### src/verilog/qprs_pkg.sv
// shared constants and types for the quad phase reset sequencer
package qprs_pkg;

  // ----------------------------------------------------------------
  // register map (byte addresses, one 32-bit word each)
  // ----------------------------------------------------------------
  localparam logic [3:0] CTRL_ADDR   = 4'h0;
  localparam logic [3:0] STATUS_ADDR = 4'h4;
  localparam logic [3:0] SEQ_ADDR    = 4'h8;
  localparam logic [3:0] KEEP_ADDR   = 4'hC;

  // control word fields
  localparam int          CTRL_MODE_LSB  = 0;
  localparam int          CTRL_BOR_EN    = 2;
  localparam logic [2:0]  CTRL_RESET     = 3'h0;

  // status word fields: [5] fixed one, [4] global_int_disable,
  // [3] timeout_flag, [2] powerdown_flag, [1] brown_out_reset, [0] power-on
  localparam int          ST_GLINT_BIT   = 4;
  localparam logic [5:0]  FLAGS_POR      = 6'h3C; // 11 1100
  localparam logic [5:0]  FLAGS_BOR      = 6'h3D; // 11 1101
  localparam logic [5:0]  FLAGS_MASTER_CLEAR_N     = 6'h3F; // 11 1111
  localparam logic [5:0]  FLAGS_MASTER_CLEAR_N_SLP = 6'h3B; // 11 1011
  localparam logic [5:0]  FLAGS_WDT      = 6'h37; // 11 0111
  localparam logic [5:0]  FLAGS_WDT_WAKE = 6'h33; // 11 0011
  localparam logic [3:0]  LOW_INT_WAKE   = 4'hB;  // low bits on interrupt wake

  // oscillator modes
  localparam logic [1:0]  MODE_CRYSTAL   = 2'h0;
  localparam logic [1:0]  MODE_LF_XTAL   = 2'h1;
  localparam logic [1:0]  MODE_EXT_CLOCK = 2'h2;
  localparam logic [1:0]  MODE_RC        = 2'h3;

  // ----------------------------------------------------------------
  // timing
  // ----------------------------------------------------------------
  localparam int          CLK_MHZ        = 100;
  localparam int          POWER_UP_TIMER_MS        = 96;   // power-up timer, nominal
  localparam int          RC_TICK_NS     = 1000; // internal rc timer period
  localparam int          POWER_UP_TIMER_TICKS     = (POWER_UP_TIMER_MS * 1000000) / RC_TICK_NS;
  localparam logic [10:0] OST_PERIODS    = 11'h400; // 1024 oscillator periods
  localparam logic [15:0] RESET_VECTOR   = 16'h0000;
  localparam logic [15:0] INT_VECTOR     = 16'h0020; // arbitrary default
  localparam logic [1:0]  AXI_OKAY       = 2'h0;
  localparam logic [1:0]  AXI_DECERR     = 2'h3;

  typedef enum logic [2:0] {
    ST_POWER_DOWN, ST_WAIT_CLEAR, ST_POWER_UP, ST_RUN, ST_SLEEP, ST_HOLD, ST_WAKE
  } seq_state_type;

  typedef struct packed {
    seq_state_type state;
    logic [1:0]    phase;
    logic [15:0]   pc;
    logic [5:0]    flags;
    logic [10:0]   ost_cnt;
    logic [16:0]   power_up_timer_cnt;
    logic          osc_prev;
    logic          osc_ok;
    logic [2:0]    ctrl;
    logic          hold_from_sleep;
    logic          flush;
    logic          vec_pend;
    logic          vec_fire;
    logic          aw_full;
    logic          w_full;
    logic [3:0]    aw_addr;
    logic [31:0]   w_data;
    logic [3:0]    w_strb;
    logic          bvalid;
    logic [1:0]    bresp;
    logic          rvalid;
    logic [1:0]    rresp;
    logic [31:0]   rdata;
  } seq_regs_type;

endpackage

### src/verilog/quad_phase_reset_sequencer.sv
// quad phase clock generator and reset sequencer with an axi4-lite slave
`timescale 1ns/1ps
`default_nettype none

module quad_phase_reset_sequencer #(
  parameter int POWER_UP_TIMER_COUNT = qprs_pkg::POWER_UP_TIMER_TICKS
) (
  input  wire logic        CLK_IN,
  input  wire logic        RESET_N_IN,
  input  wire logic        OSC_INPUT_IN,
  input  wire logic        OSC_LEVEL_OK_IN,
  input  wire logic        RC_TICK_IN,
  input  wire logic        POWER_OK_IN,
  input  wire logic        BROWN_OUT_IN,
  input  wire logic        MASTER_CLEAR_N_IN,
  input  wire logic        WATCHDOG_TIMEOUT_IN,
  input  wire logic        WATCHDOG_CLEAR_INSTR_IN,
  input  wire logic        SLEEP_INSTR_IN,
  input  wire logic        INT_WAKE_IN,
  input  wire logic        GLOBAL_INT_DISABLE_IN,
  input  wire logic        PC_LOAD_IN,
  input  wire logic [15:0] PC_TARGET_IN,
  input  wire logic        EXT_EXEC_MODE_IN,
  output logic      [3:0]  PHASE_OUT,
  output logic             DEVICE_RESET_OUT,
  output logic      [15:0] PC_OUT,
  output logic             INSTR_LATCH_OUT,
  output logic             EXECUTE_VALID_OUT,
  output logic             OPERAND_READ_OUT,
  output logic             RESULT_WRITE_OUT,
  output logic             VECTOR_FETCH_OUT,
  output logic             ALE_OUT,
  output logic             OE_N_OUT,
  output logic             WR_N_OUT,
  output logic             BUS_PINS_OE_OUT,
  output logic             QUARTER_CLOCK_OUT,
  output logic             QUARTER_CLOCK_OE_OUT,
  input  wire logic [3:0]  S_AXI_AWADDR_IN,
  input  wire logic        S_AXI_AWVALID_IN,
  output logic             S_AXI_AWREADY_OUT,
  input  wire logic [31:0] S_AXI_WDATA_IN,
  input  wire logic [3:0]  S_AXI_WSTRB_IN,
  input  wire logic        S_AXI_WVALID_IN,
  output logic             S_AXI_WREADY_OUT,
  output logic      [1:0]  S_AXI_BRESP_OUT,
  output logic             S_AXI_BVALID_OUT,
  input  wire logic        S_AXI_BREADY_IN,
  input  wire logic [3:0]  S_AXI_ARADDR_IN,
  input  wire logic        S_AXI_ARVALID_IN,
  output logic             S_AXI_ARREADY_OUT,
  output logic      [31:0] S_AXI_RDATA_OUT,
  output logic      [1:0]  S_AXI_RRESP_OUT,
  output logic             S_AXI_RVALID_OUT,
  input  wire logic        S_AXI_RREADY_IN
);
  import qprs_pkg::*;

  localparam logic [16:0] POWER_UP_TIMER_LOAD = 17'(POWER_UP_TIMER_COUNT);

  seq_regs_type r_q;
  seq_regs_type r_d;
  logic [31:0]  keep_q;   // survives every reset
  logic         osc_rise;
  logic         running;
  logic         q4_end;
  logic         wr_go;
  logic         rd_go;

  // crystal or low-frequency crystal oscillator selected
  function automatic logic is_crystal(input logic [1:0] mode);
    return (mode == MODE_CRYSTAL) || (mode == MODE_LF_XTAL);
  endfunction

  // ----------------------------------------------------------------
  // event decode
  // ----------------------------------------------------------------
  // the oscillator pin is sampled on the system clock, so it must stay
  // well below half of 100 MHz or periods will be missed
  assign osc_rise = OSC_INPUT_IN && !r_q.osc_prev;
  assign running  = (r_q.state == ST_RUN);
  assign q4_end   = running && osc_rise && (r_q.phase == 2'd3);
  assign wr_go    = r_q.aw_full && r_q.w_full && !r_q.bvalid;
  assign rd_go    = S_AXI_ARVALID_IN && !r_q.rvalid;

  // ----------------------------------------------------------------
  // next state
  // ----------------------------------------------------------------
  always_comb begin
    r_d          = r_q;
    r_d.osc_prev = OSC_INPUT_IN;
    r_d.vec_fire = 1'b0;
    if (OSC_LEVEL_OK_IN) begin
      r_d.osc_ok = 1'b1;
    end

    // phase generator and pipeline, only while running
    // four phases in order
    if (running && osc_rise) begin
      r_d.phase = r_q.phase + 2'd1;
    end
    // pc moves at entry to the first phase
    if (q4_end) begin
      r_d.flush = 1'b0;
      // vector fetched after the instruction following sleep
      if (r_q.vec_pend) begin
        r_d.pc       = INT_VECTOR;
        r_d.vec_pend = 1'b0;
        r_d.vec_fire = 1'b1;
        r_d.flush    = 1'b1;
      // a pc load discards the fetched word, costing a second cycle
      end else if (PC_LOAD_IN) begin
        r_d.pc    = PC_TARGET_IN;
        r_d.flush = 1'b1;
      end else begin
        r_d.pc = r_q.pc + 16'd1;
      end
    end

    // software may set power-on and brown-out bits and the interrupt disable
    if (wr_go && r_q.aw_addr == STATUS_ADDR) begin
      r_d.flags[ST_GLINT_BIT] = r_q.w_data[ST_GLINT_BIT];
      r_d.flags[1:0]          = r_q.w_data[1:0];
    end
    if (wr_go && r_q.aw_addr == CTRL_ADDR) begin
      r_d.ctrl = r_q.w_data[2:0];
    end

    // sequencer; hardware events below override a software write
    case (r_q.state)
      ST_POWER_DOWN: begin
        r_d.pc = RESET_VECTOR;
        if (MASTER_CLEAR_N_IN) begin
          // both timers start once master clear is seen high
          r_d.state    = ST_POWER_UP;
          r_d.power_up_timer_cnt = POWER_UP_TIMER_LOAD;
          r_d.ost_cnt  = OST_PERIODS;
          r_d.osc_ok   = OSC_LEVEL_OK_IN;
        end else begin
          r_d.state = ST_WAIT_CLEAR;
        end
      end
      ST_WAIT_CLEAR: begin
        if (MASTER_CLEAR_N_IN) begin
          r_d.state    = ST_POWER_UP;
          r_d.power_up_timer_cnt = POWER_UP_TIMER_LOAD;
          r_d.ost_cnt  = OST_PERIODS;
          r_d.osc_ok   = OSC_LEVEL_OK_IN;
        end
      end
      ST_POWER_UP: begin
        // power-up timer counts internal rc ticks
        if (RC_TICK_IN && r_q.power_up_timer_cnt != 17'd0) begin
          r_d.power_up_timer_cnt = r_q.power_up_timer_cnt - 17'd1;
        end
        // oscillator pulses count only once the level is valid
        if (osc_rise && r_q.osc_ok && r_q.ost_cnt != 11'd0) begin
          r_d.ost_cnt = r_q.ost_cnt - 11'd1;
        end
        // the longer of both timers ends power-up in every mode
        if (r_q.power_up_timer_cnt == 17'd0 && r_q.ost_cnt == 11'd0) begin
          r_d.state = ST_RUN;
        end
      end
      ST_WAKE: begin
        // start-up count after a sleep wake, crystal modes
        if (osc_rise && r_q.osc_ok && r_q.ost_cnt != 11'd0) begin
          r_d.ost_cnt = r_q.ost_cnt - 11'd1;
        end
        if (r_q.ost_cnt == 11'd0) begin
          r_d.state = ST_RUN;
        end
      end
      ST_HOLD: begin
        if (MASTER_CLEAR_N_IN && !(BROWN_OUT_IN && r_q.ctrl[CTRL_BOR_EN])) begin
          // only a master clear taken in sleep in a crystal mode adds the start-up count
          if (r_q.hold_from_sleep && is_crystal(r_q.ctrl[1:0])) begin
            r_d.state   = ST_WAKE;
            r_d.ost_cnt = OST_PERIODS;
            r_d.osc_ok  = OSC_LEVEL_OK_IN;
          end else begin
            r_d.state = ST_RUN;
          end
        end
      end
      ST_RUN: begin
        // watchdog clear sets timeout and powerdown
        if (WATCHDOG_CLEAR_INSTR_IN) begin
          r_d.flags[3:2] = 2'b11;
        end
        if (SLEEP_INSTR_IN) begin
          r_d.state      = ST_SLEEP;
          r_d.flags[3:2] = 2'b10;
        end
        if (WATCHDOG_TIMEOUT_IN) begin
          r_d.flags = FLAGS_WDT;
          r_d.pc    = RESET_VECTOR;
          r_d.phase = 2'd0;
        end
      end
      ST_SLEEP: begin
        // a watchdog event in sleep resumes operation from zero
        if (WATCHDOG_TIMEOUT_IN) begin
          r_d.flags   = FLAGS_WDT_WAKE;
          r_d.pc      = RESET_VECTOR;
          r_d.state   = is_crystal(r_q.ctrl[1:0]) ? ST_WAKE : ST_RUN;
          r_d.ost_cnt = OST_PERIODS;
          r_d.osc_ok  = OSC_LEVEL_OK_IN;
        // interrupt wake continues at the next address
        end else if (INT_WAKE_IN) begin
          r_d.flags    = {1'b1, GLOBAL_INT_DISABLE_IN, LOW_INT_WAKE};
          r_d.pc       = r_q.pc + 16'd1;
          r_d.vec_pend = !GLOBAL_INT_DISABLE_IN;
          r_d.state    = is_crystal(r_q.ctrl[1:0]) ? ST_WAKE : ST_RUN;
          r_d.ost_cnt  = OST_PERIODS;
          r_d.osc_ok   = OSC_LEVEL_OK_IN;
        end
      end
      default: begin
        r_d.state = ST_POWER_DOWN;
      end
    endcase

    // master clear and brown-out win over run and sleep events
    // status bits per event
    if (r_q.state == ST_RUN || r_q.state == ST_SLEEP) begin
      // brown-out only acts when detection is enabled
      if (BROWN_OUT_IN && r_q.ctrl[CTRL_BOR_EN]) begin
        r_d.flags           = FLAGS_BOR;
        r_d.state           = ST_HOLD;
        r_d.hold_from_sleep = 1'b0;
      end else if (!MASTER_CLEAR_N_IN) begin
        // cause flags by the state the clear arrived in
        r_d.flags           = running ? FLAGS_MASTER_CLEAR_N : FLAGS_MASTER_CLEAR_N_SLP;
        r_d.state           = ST_HOLD;
        r_d.hold_from_sleep = !running;
      end
    end

    // every reset path parks pc at the reset vector
    if (r_d.state == ST_HOLD || r_d.state == ST_POWER_UP) begin
      r_d.pc       = RESET_VECTOR;
      r_d.vec_pend = 1'b0;
      r_d.flush    = 1'b0;
    end
    // phase generator rests in the first phase outside run
    if (r_d.state != ST_RUN) begin
      r_d.phase = 2'd0;
    end

    // low supply forces the power-on state over everything
    if (!POWER_OK_IN) begin
      r_d.state    = ST_POWER_DOWN;
      r_d.flags    = FLAGS_POR;
      r_d.pc       = RESET_VECTOR;
      r_d.phase    = 2'd0;
      r_d.vec_pend = 1'b0;
      r_d.flush    = 1'b0;
    end

    // axi4-lite write: address and data taken in either order
    if (S_AXI_AWVALID_IN && !r_q.aw_full) begin
      r_d.aw_full = 1'b1;
      r_d.aw_addr = {S_AXI_AWADDR_IN[3:2], 2'b00};
    end
    if (S_AXI_WVALID_IN && !r_q.w_full) begin
      r_d.w_full = 1'b1;
      r_d.w_data = S_AXI_WDATA_IN;
      r_d.w_strb = S_AXI_WSTRB_IN;
    end
    if (wr_go) begin
      r_d.aw_full = 1'b0;
      r_d.w_full  = 1'b0;
      r_d.bvalid  = 1'b1;
      r_d.bresp   = (r_q.aw_addr == SEQ_ADDR) ? AXI_DECERR : AXI_OKAY;
    end
    if (r_q.bvalid && S_AXI_BREADY_IN) begin
      r_d.bvalid = 1'b0;
    end

    // axi4-lite read: one cycle from address to data
    if (rd_go) begin
      r_d.rvalid = 1'b1;
      r_d.rresp  = AXI_OKAY;
      case ({S_AXI_ARADDR_IN[3:2], 2'b00})
        CTRL_ADDR:   r_d.rdata = {29'h0000_0000, r_q.ctrl};
        STATUS_ADDR: r_d.rdata = {26'h000_0000, r_q.flags};
        SEQ_ADDR:    r_d.rdata = {8'h00, 3'(r_q.state), 3'h0, r_q.phase, r_q.pc};
        KEEP_ADDR:   r_d.rdata = keep_q;
        default: begin
          r_d.rdata = 32'h0000_0000;
          r_d.rresp = AXI_DECERR;
        end
      endcase
    end
    if (r_q.rvalid && S_AXI_RREADY_IN) begin
      r_d.rvalid = 1'b0;
    end
  end

  // ----------------------------------------------------------------
  // state register
  // ----------------------------------------------------------------
  always_ff @(posedge CLK_IN or negedge RESET_N_IN) begin
    if (!RESET_N_IN) begin
      r_q       <= '0;
      r_q.state <= ST_POWER_DOWN;
      r_q.flags <= FLAGS_POR;
      r_q.ctrl  <= CTRL_RESET;
    end else begin
      r_q <= r_d;
    end
  end

  // scratch word has no reset so it keeps contents across resets
  always_ff @(posedge CLK_IN) begin
    if (wr_go && r_q.aw_addr == KEEP_ADDR) begin
      for (int b = 0; b < 4; b++) begin
        if (r_q.w_strb[b]) begin
          keep_q[8*b +: 8] <= r_q.w_data[8*b +: 8];
        end
      end
    end
  end

  // ----------------------------------------------------------------
  // outputs
  // ----------------------------------------------------------------
  // reset held through every state but run and sleep
  assign DEVICE_RESET_OUT  = !(running || r_q.state == ST_SLEEP);
  assign PHASE_OUT         = 4'b0001 << r_q.phase;
  assign PC_OUT            = r_q.pc;
  assign INSTR_LATCH_OUT   = running && (r_q.phase == 2'd3);
  assign EXECUTE_VALID_OUT = running && !r_q.flush;
  // operand read in the second phase, write-back in the fourth
  assign OPERAND_READ_OUT  = EXECUTE_VALID_OUT && (r_q.phase == 2'd1);
  assign RESULT_WRITE_OUT  = EXECUTE_VALID_OUT && (r_q.phase == 2'd3);
  assign VECTOR_FETCH_OUT  = r_q.vec_fire;
  // bus strobes always parked; pin drivers enabled only in reset with external execution
  assign BUS_PINS_OE_OUT   = DEVICE_RESET_OUT && EXT_EXEC_MODE_IN;
  assign ALE_OUT           = 1'b0;
  assign OE_N_OUT          = 1'b1;
  assign WR_N_OUT          = 1'b1;
  // quarter clock, low in the first two phases, high in the last two
  assign QUARTER_CLOCK_OUT    = r_q.phase[1];
  assign QUARTER_CLOCK_OE_OUT = !is_crystal(r_q.ctrl[1:0]);

  assign S_AXI_AWREADY_OUT = !r_q.aw_full;
  assign S_AXI_WREADY_OUT  = !r_q.w_full;
  assign S_AXI_BVALID_OUT  = r_q.bvalid;
  assign S_AXI_BRESP_OUT   = r_q.bresp;
  assign S_AXI_ARREADY_OUT = !r_q.rvalid;
  assign S_AXI_RVALID_OUT  = r_q.rvalid;
  assign S_AXI_RDATA_OUT   = r_q.rdata;
  assign S_AXI_RRESP_OUT   = r_q.rresp;

  // ----------------------------------------------------------------
  // checks
  // ----------------------------------------------------------------
  phase_order_a: assert property (@(posedge CLK_IN) disable iff (!RESET_N_IN)
    running && osc_rise && POWER_OK_IN && MASTER_CLEAR_N_IN && !WATCHDOG_TIMEOUT_IN
      && !BROWN_OUT_IN && !SLEEP_INSTR_IN |=> r_q.phase == $past(r_q.phase) + 2'd1)
    else $error("phase did not advance by one");

  pc_step_a: assert property (@(posedge CLK_IN) disable iff (!RESET_N_IN)
    q4_end && !PC_LOAD_IN && !r_q.vec_pend && POWER_OK_IN && MASTER_CLEAR_N_IN
      && !WATCHDOG_TIMEOUT_IN && !BROWN_OUT_IN |=> PC_OUT == $past(PC_OUT) + 16'd1)
    else $error("pc did not step at first phase");

  branch_bubble_a: assert property (@(posedge CLK_IN) disable iff (!RESET_N_IN)
    q4_end && PC_LOAD_IN |=> !EXECUTE_VALID_OUT)
    else $error("branch did not discard the fetched word");

  reset_q1_a: assert property (@(posedge CLK_IN) disable iff (!RESET_N_IN)
    DEVICE_RESET_OUT |-> PHASE_OUT == 4'b0001 && !OPERAND_READ_OUT)
    else $error("phase not held at first phase in reset");

  power_low_a: assert property (@(posedge CLK_IN) disable iff (!RESET_N_IN)
    !POWER_OK_IN |=> DEVICE_RESET_OUT && r_q.flags == FLAGS_POR && PC_OUT == 16'h0000)
    else $error("low supply did not force power-on reset");

  power_up_timer_hold_a: assert property (@(posedge CLK_IN) disable iff (!RESET_N_IN)
    r_q.state == ST_POWER_UP && r_q.power_up_timer_cnt != 17'd0 |-> DEVICE_RESET_OUT)
    else $error("released while power-up timer running");

  clear_flags_a: assert property (@(posedge CLK_IN) disable iff (!RESET_N_IN)
    running && WATCHDOG_CLEAR_INSTR_IN && !SLEEP_INSTR_IN && !WATCHDOG_TIMEOUT_IN
      && POWER_OK_IN && MASTER_CLEAR_N_IN && !BROWN_OUT_IN |=> r_q.flags[3:2] == 2'b11)
    else $error("watchdog clear did not set flags");

  wdt_reset_a: assert property (@(posedge CLK_IN) disable iff (!RESET_N_IN)
    running && WATCHDOG_TIMEOUT_IN && POWER_OK_IN && MASTER_CLEAR_N_IN
      && !BROWN_OUT_IN |=> r_q.flags == FLAGS_WDT && PC_OUT == 16'h0000)
    else $error("watchdog reset flags or pc wrong");

  wake_count_a: assert property (@(posedge CLK_IN) disable iff (!RESET_N_IN)
    r_q.state == ST_WAKE |-> is_crystal(r_q.ctrl[1:0]))
    else $error("start-up count in a non-crystal mode");

endmodule
`default_nettype wire

### config.mk
export PLATFORM = sky130hd
export DESIGN_NAME = quad_phase_reset_sequencer
export DESIGN_NICKNAME = d
export VERILOG_FILES = /design/src/verilog/qprs_pkg.sv /design/src/verilog/quad_phase_reset_sequencer.sv
export SDC_FILE = /design/constraint.sdc
export NUM_CORES = 1
export LEC_CHECK = 0
export BUFFER_PORTS_ARGS = -buffer_cell sky130_fd_sc_hd__buf_2
export CORE_AREA = 2 2 141 143
export CTS_CLUSTER_DIAMETER = 50
export DETAILED_ROUTE_END_ITERATION = 10
export DIE_AREA = 0 0 143 145
export GPL_ROUTABILITY_DRIVEN = 0
export HOLD_SLACK_MARGIN = 0.15
export PLACE_DENSITY = 0.74
export REMOVE_ABC_BUFFERS = 1
export SYNTH_ARGS = -nofsm -noshare
export SYNTH_HDL_FRONTEND = slang
export SYNTH_SLANG_ARGS = --single-unit
export TNS_END_PERCENT = 10
### constraint.sdc
create_clock -name CLK_IN -period 4.6 [get_ports CLK_IN]
set_input_delay 0.23 -clock CLK_IN [delete_from_list [all_inputs] [get_ports CLK_IN]]
set_output_delay 0.23 -clock CLK_IN [all_outputs]
set_load 0.02 [all_outputs]
== Yosys cells after proc, flatten, opt, wreduce, memory -nomap -nowiden ==
Index checks and enable logic that the tools add are counted.
Operators by class
  reductions and logical operators: 62
  mux-type cells: 69
  $add $sub $neg: 4
  eq/ne operators: 26
  shift-type cells: 1
Operators with widths (number)
  32-bit case mux with 4 select lines: 1
  33-bit 2-to-1 mux: 2
  16-bit 2-to-1 mux: 4
  16-bit case mux with 3 select lines: 1
  3-bit 2-to-1 mux: 15
  11-bit case mux with 4 select lines: 1
  35-bit 2-to-1 mux: 1
  17-bit case mux with 2 select lines: 1
  11-bit 2-to-1 mux: 3
  28-bit 2-to-1 mux: 1
  27-bit 2-to-1 mux: 1
  1-bit logical AND: 25
  24-bit 2-to-1 mux: 1
  2-bit 2-to-1 mux: 11
  3-bit case mux with 7 select lines: 1
  1-bit 2-to-1 mux: 19
  6-bit 2-to-1 mux: 3
  17-bit logical NOT: 1
  17-bit 2-to-1 mux: 1
  17-bit nonzero test: 1
  17-bit by 1-bit subtractor with 17-bit output (second input constant): 1
  16-bit by 1-bit adder with 16-bit output (second input constant): 1
  3-bit equality test (second input constant): 4
  6-bit case mux with 2 select lines: 1
  other kinds (26): 61
Word-level totals
  flip-flop bits (word level): 172
  word-level logic and storage cells: 188
  output and inout port bits: 73
  input bits: 80

== Depth between registers and ports, before layout ==
Gate-level depths: netlist (run 1).
  depth after elaboration: 13
  mapped depth: 9

== Least setup slack after synthesis (run 1) ==
No wires, ideal clock.
  path kind: register -> register
  start: register r_q[106] (netlist name)
  end: register r_q, in the netlist PC_OUT[10]
  library setup time: 0.116 ns
  path buffers: 1
  cell stages (with the launch flop): 10
  data arrival time: 2.176 ns
  period minus slack after synthesis: 2.292 ns
  setup slack: 2.308 ns
  data required time: 4.484 ns
  cells stage by stage: dfrtp_1 -> inv_1 -> ha_1 -> or4b_4 -> nor3_1 -> a31oi_1 -> and2_4 -> o31ai_4 -> buf_6 -> nor2_1
RTL lines
  start, declared: RTL line quad_phase_reset_sequencer.sv:60  | seq_regs_type r_q;
  start signal, assigned: RTL line quad_phase_reset_sequencer.sv:310  | r_q <= r_d;

==> impl_summary.md, run 1 <==
Power and ir drop
The power density normalized to cell area is 503 nW/µm². The design draws 5.10 mW. The leakage power is 4.47 nW.

The worst-case IR drop observed on VDD is 0.000330 V.

Timing
The final number of hold-violating endpoints is 0. The smallest hold slack is 170 ps. Of the available clock period, the critical path in the final layout requires 0.724.

The number of failing setup endpoints in the final timing report is 0. The maximum clock frequency is 300 MHz. The relative slew slack is 0.290.

For the pin with the worst max-slew slack, the measured transition is between 1000 and 1500 ps. The worst path needs 3330 ps of the cycle, external delays included. On the final layout, the worst clock skew is 14.1 ps. For the final routed database, the setup TNS stands at 0 ps. Setup repair after global routing left no endpoint under its margin. The count of final max-slew check failures is 0.

Synthesis
The register bit total from synthesis is 171. The number of enable flip-flop cells after synthesis is 32. The cell type with the highest aggregate area in the netlist is dfrtp_1.

Synthesis produced 797 cells. For this run, the number of Yosys warnings is 0. The fraction of registers with async set or reset after synthesis is 0.813. The share of synthesized area in the top cell type comes to 0.397.

By area the synthesized netlist is led by dfrtp_1 40%, edfxtp_1 11%, mux2_2 5.8%, buf_4 4.9%, nand2_1 2.9%. The distinct cell type count after synthesis is 72. The portion of the post-synthesis area used by sequential elements is 0.522. Among all flip-flop cells after synthesis, the most frequent one is dfrtp_1.

After synthesis, the mean cell area works out to 10.7 µm². The synthesized netlist occupies a cell area of 8510 µm².

Floorplan
The die extent in x is 143 µm. From bottom edge to top edge, the die measures 145 µm. After floorplanning, the core was sized to cover 19200 µm². The die covers 20700 µm². The row count is 51. For this configuration, the core starts out at a cell density of 0.443. During I/O placement, the number of pins put on the boundary was 153.

Detailed routing
After detailed routing, the number of remaining DRC violations is 0. After detailed routing, the average wire length per cell comes to 17.0 µm. The sum of routed wire length over all layers is around 20 mm.

The first-pass iteration count of the detailed router is 5. The count of nets left with antenna violations once routing finished came out at 0. The number of violations reported at the end of detailed-routing iteration 0 is ~500. The number of vias per cell after detailed routing is 5.27. The number of vias after detailed routing is 6322.

Worst setup path
Along the worst path, the maximum fanout reaches 18. The data arrival at the endpoint of the critical path is 3690 ps. The path type of the worst setup path is reg2reg.

The signal on the critical path passes through and3b_1, nand3_1, nor3_2, a21oi_1, o22a_1, nor2_1. The register-to-register path setup slack is approximately 1300 ps. The worst stage delay on the critical path is between 800 and 900 ps. The slowest stage of the critical path belongs to the cell nor3_2. Broken down by cell family, the worst path's largest delay share belongs to simple AND/OR/NAND/NOR gates.

The worst register-to-register path begins at r_q[142]. The nature of the critical path endpoint is a flip-flop. The endpoint identified for the worst register-to-register timing path is PC_OUT[10]. At the worst endpoint, the required time is 4960 ps. For the worst flop-to-flop path, the logic depth is 6. The worst setup path is launched from a flip-flop. The buffers plus inverters on the worst setup path is 0.

Layout
After filler insertion, the fill cell instance count of the layout stands at 1734. For this run, the post-layout net count is 1009. The synthesis-to-layout area growth is 19.2%. The proportion of layout cells with a drive suffix above 1 is 0.267. The non-filler instance count after layout is 1199.

The post-route standard cell area excluding fillers is 10100 µm².

Placed design
In this run, placement finished with an instance count of 1117. In this run the cell area measured after placement is 9030 µm². Buffers placed on the I/O ports in this run total 143. After legalization and detailed placement, the total HPWL measured 13.8 mm.

CTS
The clock tree synthesis step divided the H-tree into 4 levels. After clock tree synthesis, the setup repair step added 0 buffers. TritonCTS built the clock tree. The clock sink count is between 150 and 200. Clock-pin slew was measured on the worst setup and hold paths at around 80 ps. TritonCTS created 17 clock buffers.

The cell at the root of the clock tree is clkbuf_16. For the worst-skew pair, the clock arrives at the later sink with an insertion delay of 430 ps. The clock passes through at most 2 buffers.

Global route
The number of antenna violations at the first check in global routing came to 1. The global-route wire length before repair is between 30 and 40 mm. Entering global routing, the biggest net connects 105 pins. For this run, the total global-route usage over all layers was measured as 0.202. The number of global-route vias before repair was 6141. After global routing the overflow that remains totals 0.

Hold path
Counting instances, the worst hold path has a depth of 5. The worst min-delay path class is in2reg. The startpoint of the lowest-slack hold path is PC_TARGET_IN[6]. The terminating pin of the worst hold path is PC_OUT[6].

Flow run
The total of max-cap violations is 0.

Status
The flow ran to the end, and the final reports show no timing, DRC or antenna violations.
==> placed cells by master, fill, tap and decap left out, drive strengths merged, types with 11 or more instances in the layout <==
cell type	count
xnor2	14
nor3	24
xor2	17
nor2	62
o21ai	38
inv	25
clkbuf	17
edfxtp	32
dlygate4sd3	49
buf	147
nand2b	12
dfrtp	135
nand3	16
and3	17
nand2	66
mux2i	18
mux2	44
a22o	11
a21oi	43
==> metal layers <==
layer / vias up / routed length [µm] / global-route usage
li1: 3010 / - / -
met5: - / 0 / 0
met4: 0 / 263 / 0.0609
met1: 3100 / 9310 / 0.281
met2: 195 / 9700 / 0.314
met3: 17 / 1160 / 0.0472
==> area by class of cell <==
type	instances	area [µm²]	area share
clock buffer	17	425	0.0419
inverter	17	63.8	0.00629
tap	265	332	0.0327
multi-input combinational	517	3440	0.339
timing repair buffer	196	1240	0.122
antenna	1	2.50	0.000247
sequential	171	4440	0.438
clock inverter	15	194	0.0191
==> cells by family after synthesis <==
group / Yosys count / share of synthesized area
other: 2 / 0.000883
buffers and inverters: 112 / 0.0756
adders and majority gates: 9 / 0.0132
DFF: 171 / 0.522
xor gates and xnor gates: 31 / 0.0319
muxes: 65 / 0.0874
AOI/OAI and AO/OA: 142 / 0.109
and+or+nand+nor: 265 / 0.160
==> worst register-to-register path, delay by kind of cell (launching register included) <==
kind	cells	cell delay, ps
AO/OA/AOI/OAI	2	360
flip-flops	1	730
AND/OR/NAND/NOR	4	2180
==> what timing repair did <==
item	in CTS	in global routing
endpoints found under the hold margin	154	0
hold buffers	49	0
resized for setup	0	0
==> cell usage after synthesis (3+ instances only) <==
| cell type | n |
|---|---|
| dfstp_2 | 4 |
| nand2b_1 | 12 |
| edfxtp_1 | 32 |
| clkbuf_1 | 30 |
| and2_1 | 9 |
| nand2_1 | 66 |
| dfrtp_1 | 135 |
| nor3_1 | 22 |
| buf_2 | 6 |
| xnor2_1 | 14 |
| mux2_2 | 44 |
| buf_4 | 55 |
| a21oi_1 | 43 |
| or2_2 | 3 |
| nor2b_1 | 10 |
| and3_1 | 17 |
| nand4_1 | 8 |
| a22oi_1 | 3 |
| nand3b_1 | 5 |
| a22o_1 | 11 |
| inv_1 | 17 |
| nand3_1 | 16 |
| nor4_1 | 9 |
| nor2_1 | 62 |
| o22a_1 | 10 |
| o21ai_0 | 37 |
| a21o_1 | 4 |
| or3_1 | 5 |
| mux2i_1 | 18 |
| mux4_2 | 3 |
| a31oi_1 | 5 |
| a221oi_1 | 3 |
| ha_1 | 9 |
| or4_1 | 3 |
| xor2_1 | 17 |
==> registers in the layout, indices dropped and copies added, names as in the netlist <==
signal,cells
keep_q,32
S_AXI_RDATA_OUT,32
S_AXI_BVALID_OUT,1
VECTOR_FETCH_OUT,1
QUARTER_CLOCK_OUT,1
r_q,86
S_AXI_BRESP_OUT,1
S_AXI_RVALID_OUT,1
PC_OUT,16
==> metrics by stage <==
stage / setup slack, ps / utilization
after CTS: 1370 / 0.528
after global routing: 1100 / 0.528
after detailed placement: 1390 / 0.470
after floorplan: 2030 / -
after global placement: 1440 / 0.470
final: 1270 / 0.528
==> worst max path at each step <==
stage,start,end,slack [ps],cells after the start
floorplan,r_q[78],r_q[38],2030,2
global placement,r_q[142],PC_OUT[8],1440,6
detailed placement,r_q[142],PC_OUT[12],1390,6
CTS,r_q[142],PC_OUT[10],1370,6
global route,r_q[142],PC_OUT[9],1100,6
finish,r_q[142],PC_OUT[10],1270,6
==> report_power, final <==
part	internal (mW)	leakage [nW]	switching, mW
Clock	0.788	0.299	0.701
Combinational	0.608	2.14	0.750
Sequential	1.96	2.03	0.292
Total	3.36	4.47	1.74
Power figures use the tool's default switching activity.
==> run 2: changes to the inputs <==
==> constraint.sdc (replaced) <==
create_clock -name CLK_IN -period 3.35 [get_ports CLK_IN]
set_input_delay 0.1675 -clock CLK_IN [delete_from_list [all_inputs] [get_ports CLK_IN]]
set_output_delay 0.1675 -clock CLK_IN [all_outputs]
set_load 0.02 [all_outputs]
==> run 2 against run 1 <==
Net effect:
- register-to-register slack lost 560 ps
- largest cell class unchanged
- non-clock buffer count grew 7
- global-route usage grew 0.11 points
- final cell count is 0.58% higher
- combinational power is 40% higher
- clock skew fell by 2.7 ps
- first-iteration DRC count fell by 12%
- utilization shrank 0.078 points
- largest power group unchanged
- critical path type unchanged
- via count up 1.0%
==> impl_summary.md, run 2 (same netlist as run 1, synthesis figures left out) <==
Status
The flow ran to the end, and the final reports show no timing, DRC or antenna violations.

Floorplan
The initial utilization of the core area, before any placement, comes to 0.443. The height of the die is 145 µm. In this run the horizontal extent of the chip is 143 µm. The core box area is 19200 µm². 153 I/O pins were placed. The row count is 51.

The die covers 20700 µm².

CTS
For this design, the sink count on the clock tree is 171. TritonCTS created 17 clock buffers. The clock passes through at most 2 buffers. The clock transition at the registers of the reported paths is approximately 70 ps.

The deepest level of the CTS H-tree is 4. The number of gates resized after CTS was 0. The number of hold buffers added after CTS is 49.

TritonCTS built the clock tree. The cell at the root of the clock tree is clkbuf_16. The number of buffers inserted by post-CTS setup repair is 0. The insertion delay of the later-clocked pin in the worst-skew pair is about 420 ps.

Timing
The worst path needs ~2600 ps of the cycle, external delays included. The count of final max-slew check failures is 0. Of the available clock period, the critical path in the final layout requires 0.787. The smallest hold slack is 173 ps. After routing, the total negative slack on setup checks comes to 0 ps.

Setup repair after global routing left no endpoint under its margin. Based on the critical path, the design can be clocked at up to 380 MHz. The final number of hold-violating endpoints is 0. The transition time of the tightest slew-check pin is 1050 ps. Across the routed clock network, the largest skew measured is 11.4 ps.

Setup violations remaining at the end of the flow were counted as 0. The worst pin sits at a relative slew slack of 0.300.

Detailed routing
For this run, design rule violations remaining after detail routing come to 0. In the final routed layout, each cell accounts on average for ~17 µm. The detail route stage leaves a number of antenna-violating nets equal to 0.

Wires add up to a little over 20 mm. The routed layout has between 6000 and 7000 vias. The first detailed-routing pass ran for 5 iterations. Dividing the detail-routed via count by the number of cells gives 5.30. The number of violations reported at the end of detailed-routing iteration 0 is 444.

Worst setup path
The slowest stage of the critical path is the dfrtp_1 cell. On the critical path the largest part of the delay comes from simple AND/OR/NAND/NOR gates. Of all nets on the critical path, the largest fanout is 17. The data arrival at the endpoint of the critical path is 2980 ps.

The worst stage delay on the critical path is 680 ps. Traced cell by cell, the critical path runs through and3b_1, nand3_1, nor4_2, nor2_1, or3_1, a21oi_1. The required time of the critical path is 3700 ps. The nature of the critical path endpoint is a flip-flop.

The buffers plus inverters on the worst setup path is 0. The nature of the critical path startpoint is a flip-flop. The path type of the worst setup path is reg2reg.

Layout
The finished layout holds between 1000 and 1500 standard cells, fillers aside. r_q holds more flip-flops than any other register. Counting the fill cells in the layout gives 1656. The synthesis-to-layout area growth is 19.0%. The commonest non-fill, non-tap cell in the layout is buf_2. The final layout net count is 1016.

The flip-flop count of the largest register, all copies and words added is 86. Of the cells placed in the final design, the portion with a size suffix greater than 1 is 0.270. In the layout the commonest cells are 142 x buf_2, 135 x dfrtp_1, 66 x nand2_1.

Global route
For met1 alone, demand over resource in global routing was 0.277. The pin count of the biggest net entering global routing is 69. The total routing usage reported by global routing is 0.203. The first global-routing pass estimated approximately 33 mm of wire. The number of global-route vias before repair is 6374. Global routing finished with a remaining overflow of 0. The layer flagged by global routing as most heavily used is met2. The met2 track utilization from global routing is 0.320. For this run, global-route usage on met3 was measured as 0.0439.

The number of antenna violations at the first check in global routing was 1.

Placed design
Once placement completed, the tool counted placed cells totaling 1124. The number of port buffers is 143. The placed wire-length estimate after detailed placement is between 10 and 15 mm.

Power and ir drop
The leakage power is 4.47 nW. Dividing total power by cell area gives a power density of 676 nW/µm². The peak ir drop on the vdd network is 0.000417 V. The design draws between 6 and 7 mW.

Hold path
The worst min-delay path class is in2reg.

Flow run
The tool flagged a number of max-cap violations equal to 0.
run 2: final timing paths:
check / startpoint / to / slack (ps) / depth (start not counted)
worst max-delay path: r_q[142] / PC_OUT[3] / 710 / 6
worst min-delay path: PC_TARGET_IN[4] / PC_OUT[4] / 170 / 5
worst max register to register: r_q[142] / PC_OUT[3] / 710 / 6
worst min register to register: r_q[64] / keep_q[22] / 450 / 0
max in group asynchronous: RESET_N_IN / r_q[121] / 2240 / 3
min in group asynchronous: RESET_N_IN / r_q[103] / 300 / 2
run 2: cell type report:
| type | count | area, µm² | area share |
|---|---|---|---|
| Multi-Input combinational cell | 517 | 3440 | 0.340 |
| Clock buffer | 19 | 443 | 0.0437 |
| Clock inverter | 13 | 109 | 0.0107 |
| Sequential cell | 171 | 4440 | 0.439 |
| Inverter | 17 | 63.8 | 0.00630 |
| Antenna cell | 1 | 2.50 | 0.000247 |
| Timing Repair Buffer | 203 | 1290 | 0.128 |
| Tap cell | 265 | 332 | 0.0327 |
run 2: metal layers:
metal | part of all wire | wire length (µm)
met1 | 0.44 | 8980
met2 | 0.48 | 9880
met3 | 0.061 | 1260
met4 | 0.017 | 349
met5 | 0 | 0
run 2: metrics by stage:
step           utilization  cell area [µm²]  worst slack [ps]
2_1_floorplan            -             7940               781
3_3_place_gp         0.473             9080               780
3_5_place_dp         0.473             9080               760
4_1_cts              0.527            10100               742
5_1_grt              0.527            10100               425
6_report             0.527            10100               715
run 2: where the power goes:
group / leakage [nW] / switching, mW / total (mW) / internal [mW]
clock network: 0.270 / 0.867 / 1.86 / 0.989
registers: 2.03 / 0.397 / 3.10 / 2.70
logic: 2.17 / 1.05 / 1.90 / 0.850
total: 4.47 / 2.31 / 6.85 / 4.54
run 2: worst register-to-register path, cell delays in order (launching register included):
cell     delay [ps]
dfrtp_1         680
and3b_1         510
nand3_1         390
nor4_2          360
nor2_1          120
or3_1           350
a21oi_1         170
==> run 3: changes to the inputs <==
--- a/config.mk
+++ b/config.mk
@@ -12,7 +12,7 @@
 export DIE_AREA = 0 0 143 145
 export GPL_ROUTABILITY_DRIVEN = 0
 export HOLD_SLACK_MARGIN = 0.15
-export PLACE_DENSITY = 0.74
+export PLACE_DENSITY = 0.76
 export REMOVE_ABC_BUFFERS = 1
 export SYNTH_ARGS = -nofsm -noshare
 export SYNTH_HDL_FRONTEND = slang
==> constraint.sdc (replaced) <==
create_clock -name CLK_IN -period 2.26 [get_ports CLK_IN]
set_input_delay 0.113 -clock CLK_IN [delete_from_list [all_inputs] [get_ports CLK_IN]]
set_output_delay 0.113 -clock CLK_IN [all_outputs]
set_load 0.02 [all_outputs]
==> run 3 against run 2 <==
Net effect:
- the flow now finishes with violations (setup timing)
- global-route usage rose by 1.1 points
- sequential share of layout area fell by 2.4 points
- routed wire length up 6.3%
- clock power is 45% higher
- maximum frequency grew 16%
- worst hold slack got worse by 4.4 ps
- cell area rose by 5.8%
- setup slack worse by 720 ps
- combinational power up 80%
- first-iteration DRC count increased by 12%
- critical endpoint is now PC_OUT[4]
==> impl_summary.md, run 3 (same netlist as run 1, synthesis figures left out) <==
Status
The flow ran to the end, but the final reports show violations. The checks that failed: setup timing.

Power and ir drop
The leakage power is ~4.8 nW. The clock network fraction of total power is 0.254. VDD sags by at most 0.000622 V. The share of total power dissipated in combinational logic is 0.322. The part of the total power dissipated in sequential elements is 0.423.

The fraction of power spent switching nets is 0.339. Dividing total power by cell area gives a power density of 991 nW/µm². Internal power comes to 7.02 mW. The net switching power is around 3.6 mW. The design draws 10.6 mW.

Timing
The smallest hold slack is around 170 ps. Setup repair after global routing could not meet its margin everywhere. The worst pin sits at a relative slew slack of 0.369. On the final layout, the worst clock skew is between 10 and 15 ps. The total negative slack for setup checks is -6.43 ps. Setup slack on the critical path of the routed design comes to -3.57 ps. The number of failing setup endpoints in the final timing report is 3.

The count of final max-slew check failures is 0. The transition time of the tightest slew-check pin is roughly 940 ps. The shortest period the worst path allows is 2260 ps. Based on the critical path, the design can be clocked at up to 442 MHz. The part of the cycle the worst path needs is 1.00. The final number of hold-violating endpoints was 0.

Global route
The number of antenna violations at the first check in global routing is 0. The number of global-route vias before repair is 6863. The first global-routing pass estimated 35.0 mm of wire. For this run the aggregate overflow at the end of global routing stands at 0.

The pin count of the biggest net entering global routing is 50. Across every metal layer, demand over resource in global routing totals 0.214.

Floorplan
The core box area is 19200 µm². The floorplan step defined a die boundary enclosing 20700 µm². The initial utilization of the core area, before any placement, comes to 0.443. The row count is between 50 and 60.

The die is 145 µm tall. The number of primary I/O pins is 153. The die extent in x is between 100 and 150 µm.

Placed design
The minimum setup slack after placement is -97.1 ps. Detailed placement ended at an HPWL of 15.2 mm. The number of port buffers is 143.

Detailed routing
Detailed routing inserted a total of a little under 7000 vias. The number of vias per cell after detailed routing is 5.33. The first TritonRoute pass finished after 5 iterations.

After detailed routing, the average wire length per cell comes to 17.3 µm. The detail route stage leaves a number of antenna-violating nets equal to 0. The detailed-route DRC error count is 0. The number of violations reported at the end of detailed-routing iteration 0 is 496. Wires add up to 21.7 mm.

CTS
The insertion delay of the later-clocked pin in the worst-skew pair is 430 ps. Clock-pin slew was measured on the worst setup and hold paths at 70 ps. The number of buffers added by the clock tree synthesis step is 17. The root buffer cell chosen for the clock tree is clkbuf_16.

The CTS tree is yes. Buffers added to address setup during post-CTS repair amount to 0. The clock sink count is roughly 170. The deepest level of the CTS H-tree is 4.

The maximum buffer depth of the clock tree is 2.

Layout
The commonest non-fill, non-tap cell in the layout is buf_2. In the layout the commonest cells are 142 x buf_2, 133 x dfrtp_1, 66 x nand2_1. The number of antenna diodes in the final layout is 0.

Of the cells placed in the final design, the portion with a size suffix greater than 1 is 0.324. The register ranked first by flip-flop count is r_q. The final layout contains 1071 nets. Counting the fill cells in the layout gives ~1600. The flip-flop count of the largest register, all copies and words added is 86.

From synthesis to final layout, the design area changed by 26.0%.

Worst setup path
The worst register-to-register path has a setup slack of -4 ps. The signal on the critical path passes through inv_2, ha_4, or4b_4, nor3_4, a31oi_2, and2_4, o31ai_4, buf_6, nor2_1. Among all stages on the critical path, the largest delay is contributed by or4b_4. The worst setup path is captured at a flip-flop. The required time of the critical path is 2580 ps.

In this run the worst path has a maximum fanout of 11. The worst stage delay on the critical path is 510 ps. In this design, the largest share of critical-path delay is due to simple AND/OR/NAND/NOR gates.

The critical path is of the reg2reg type. The data arrival at the endpoint of the critical path is 2580 ps. The buffers plus inverters on the worst setup path is 2. The nature of the critical path startpoint is a flip-flop.

Hold path
The worst min-delay path class is in2async.

Flow run
The total of max-cap violations is 0.
## run 3: cell types whose count changed in the layout (fill, tap and decap cells not counted), moves of 2 or more
cell           delta
inv_2             +2
dlygate4sd3_1     +6
dfrtp_1           -2
nor3_1            -2
buf_12            +2
inv_1             -2
nor4_4            +2
buf_4            +44
nor4_1            -2
dfrtp_2           +2
buf_6             +3
## run 3: final timing paths
path | start | endpoint | cells after the start
max | r_q[106] | PC_OUT[4] | 9
min | RESET_N_IN | r_q[102] | 2
max reg2reg | r_q[106] | PC_OUT[4] | 9
min reg2reg | r_q[69] | keep_q[27] | 0
max in group asynchronous | RESET_N_IN | r_q[142] | 3
min in group CLK_IN | PC_TARGET_IN[5] | PC_OUT[5] | 5
## run 3: layout make-up
cell class	count	area, µm²	area share
clock buffer	18	429	0.0400
multi-input combinational	517	3570	0.333
tap	265	332	0.0309
inverter	17	63.8	0.00595
clock inverter	14	114	0.0106
sequential	171	4450	0.415
timing repair buffer	258	1760	0.164
## run 3: timing repair
item | in CTS | in global routing
gates cloned | 0 | 0
pin swaps | 2 | 5
endpoints found under the hold margin | 196 | 0
hold buffers | 55 | 0
setup endpoints to repair | 22 | 31
resized for setup | 6 | 24
## run 3: through the flow
stage           util  area, µm²  cells
2_1_floorplan      -       7940    705
3_3_place_gp   0.493       9480   1173
5_1_grt        0.558      10700   1260
6_report       0.558      10700   1260
4_1_cts        0.552      10600   1260
3_5_place_dp   0.493       9480   1173
## run 3: power by group through the flow
stage | Clock, mW | Sequential, mW | Combinational (mW)
after detailed placement | 0 | 4.53 | 3.16
after CTS | 2.75 | 4.47 | 3.29
after global placement | 0 | 4.49 | 3.07
final | 2.70 | 4.50 | 3.42
after floorplan | 0 | 4.58 | 1.84
after global routing | 2.89 | 4.59 | 3.76
## run 3: routing by layer
| layer | global-route usage | vias up | routed length [µm] |
|---|---|---|---|
| met5 | 0 | - | 0 |
| met4 | 0.0792 | 0 | 575 |
| met3 | 0.0492 | 49 | 1430 |
| li1 | - | 3133 | - |
| met1 | 0.285 | 3282 | 9280 |
| met2 | 0.342 | 257 | 10500 |
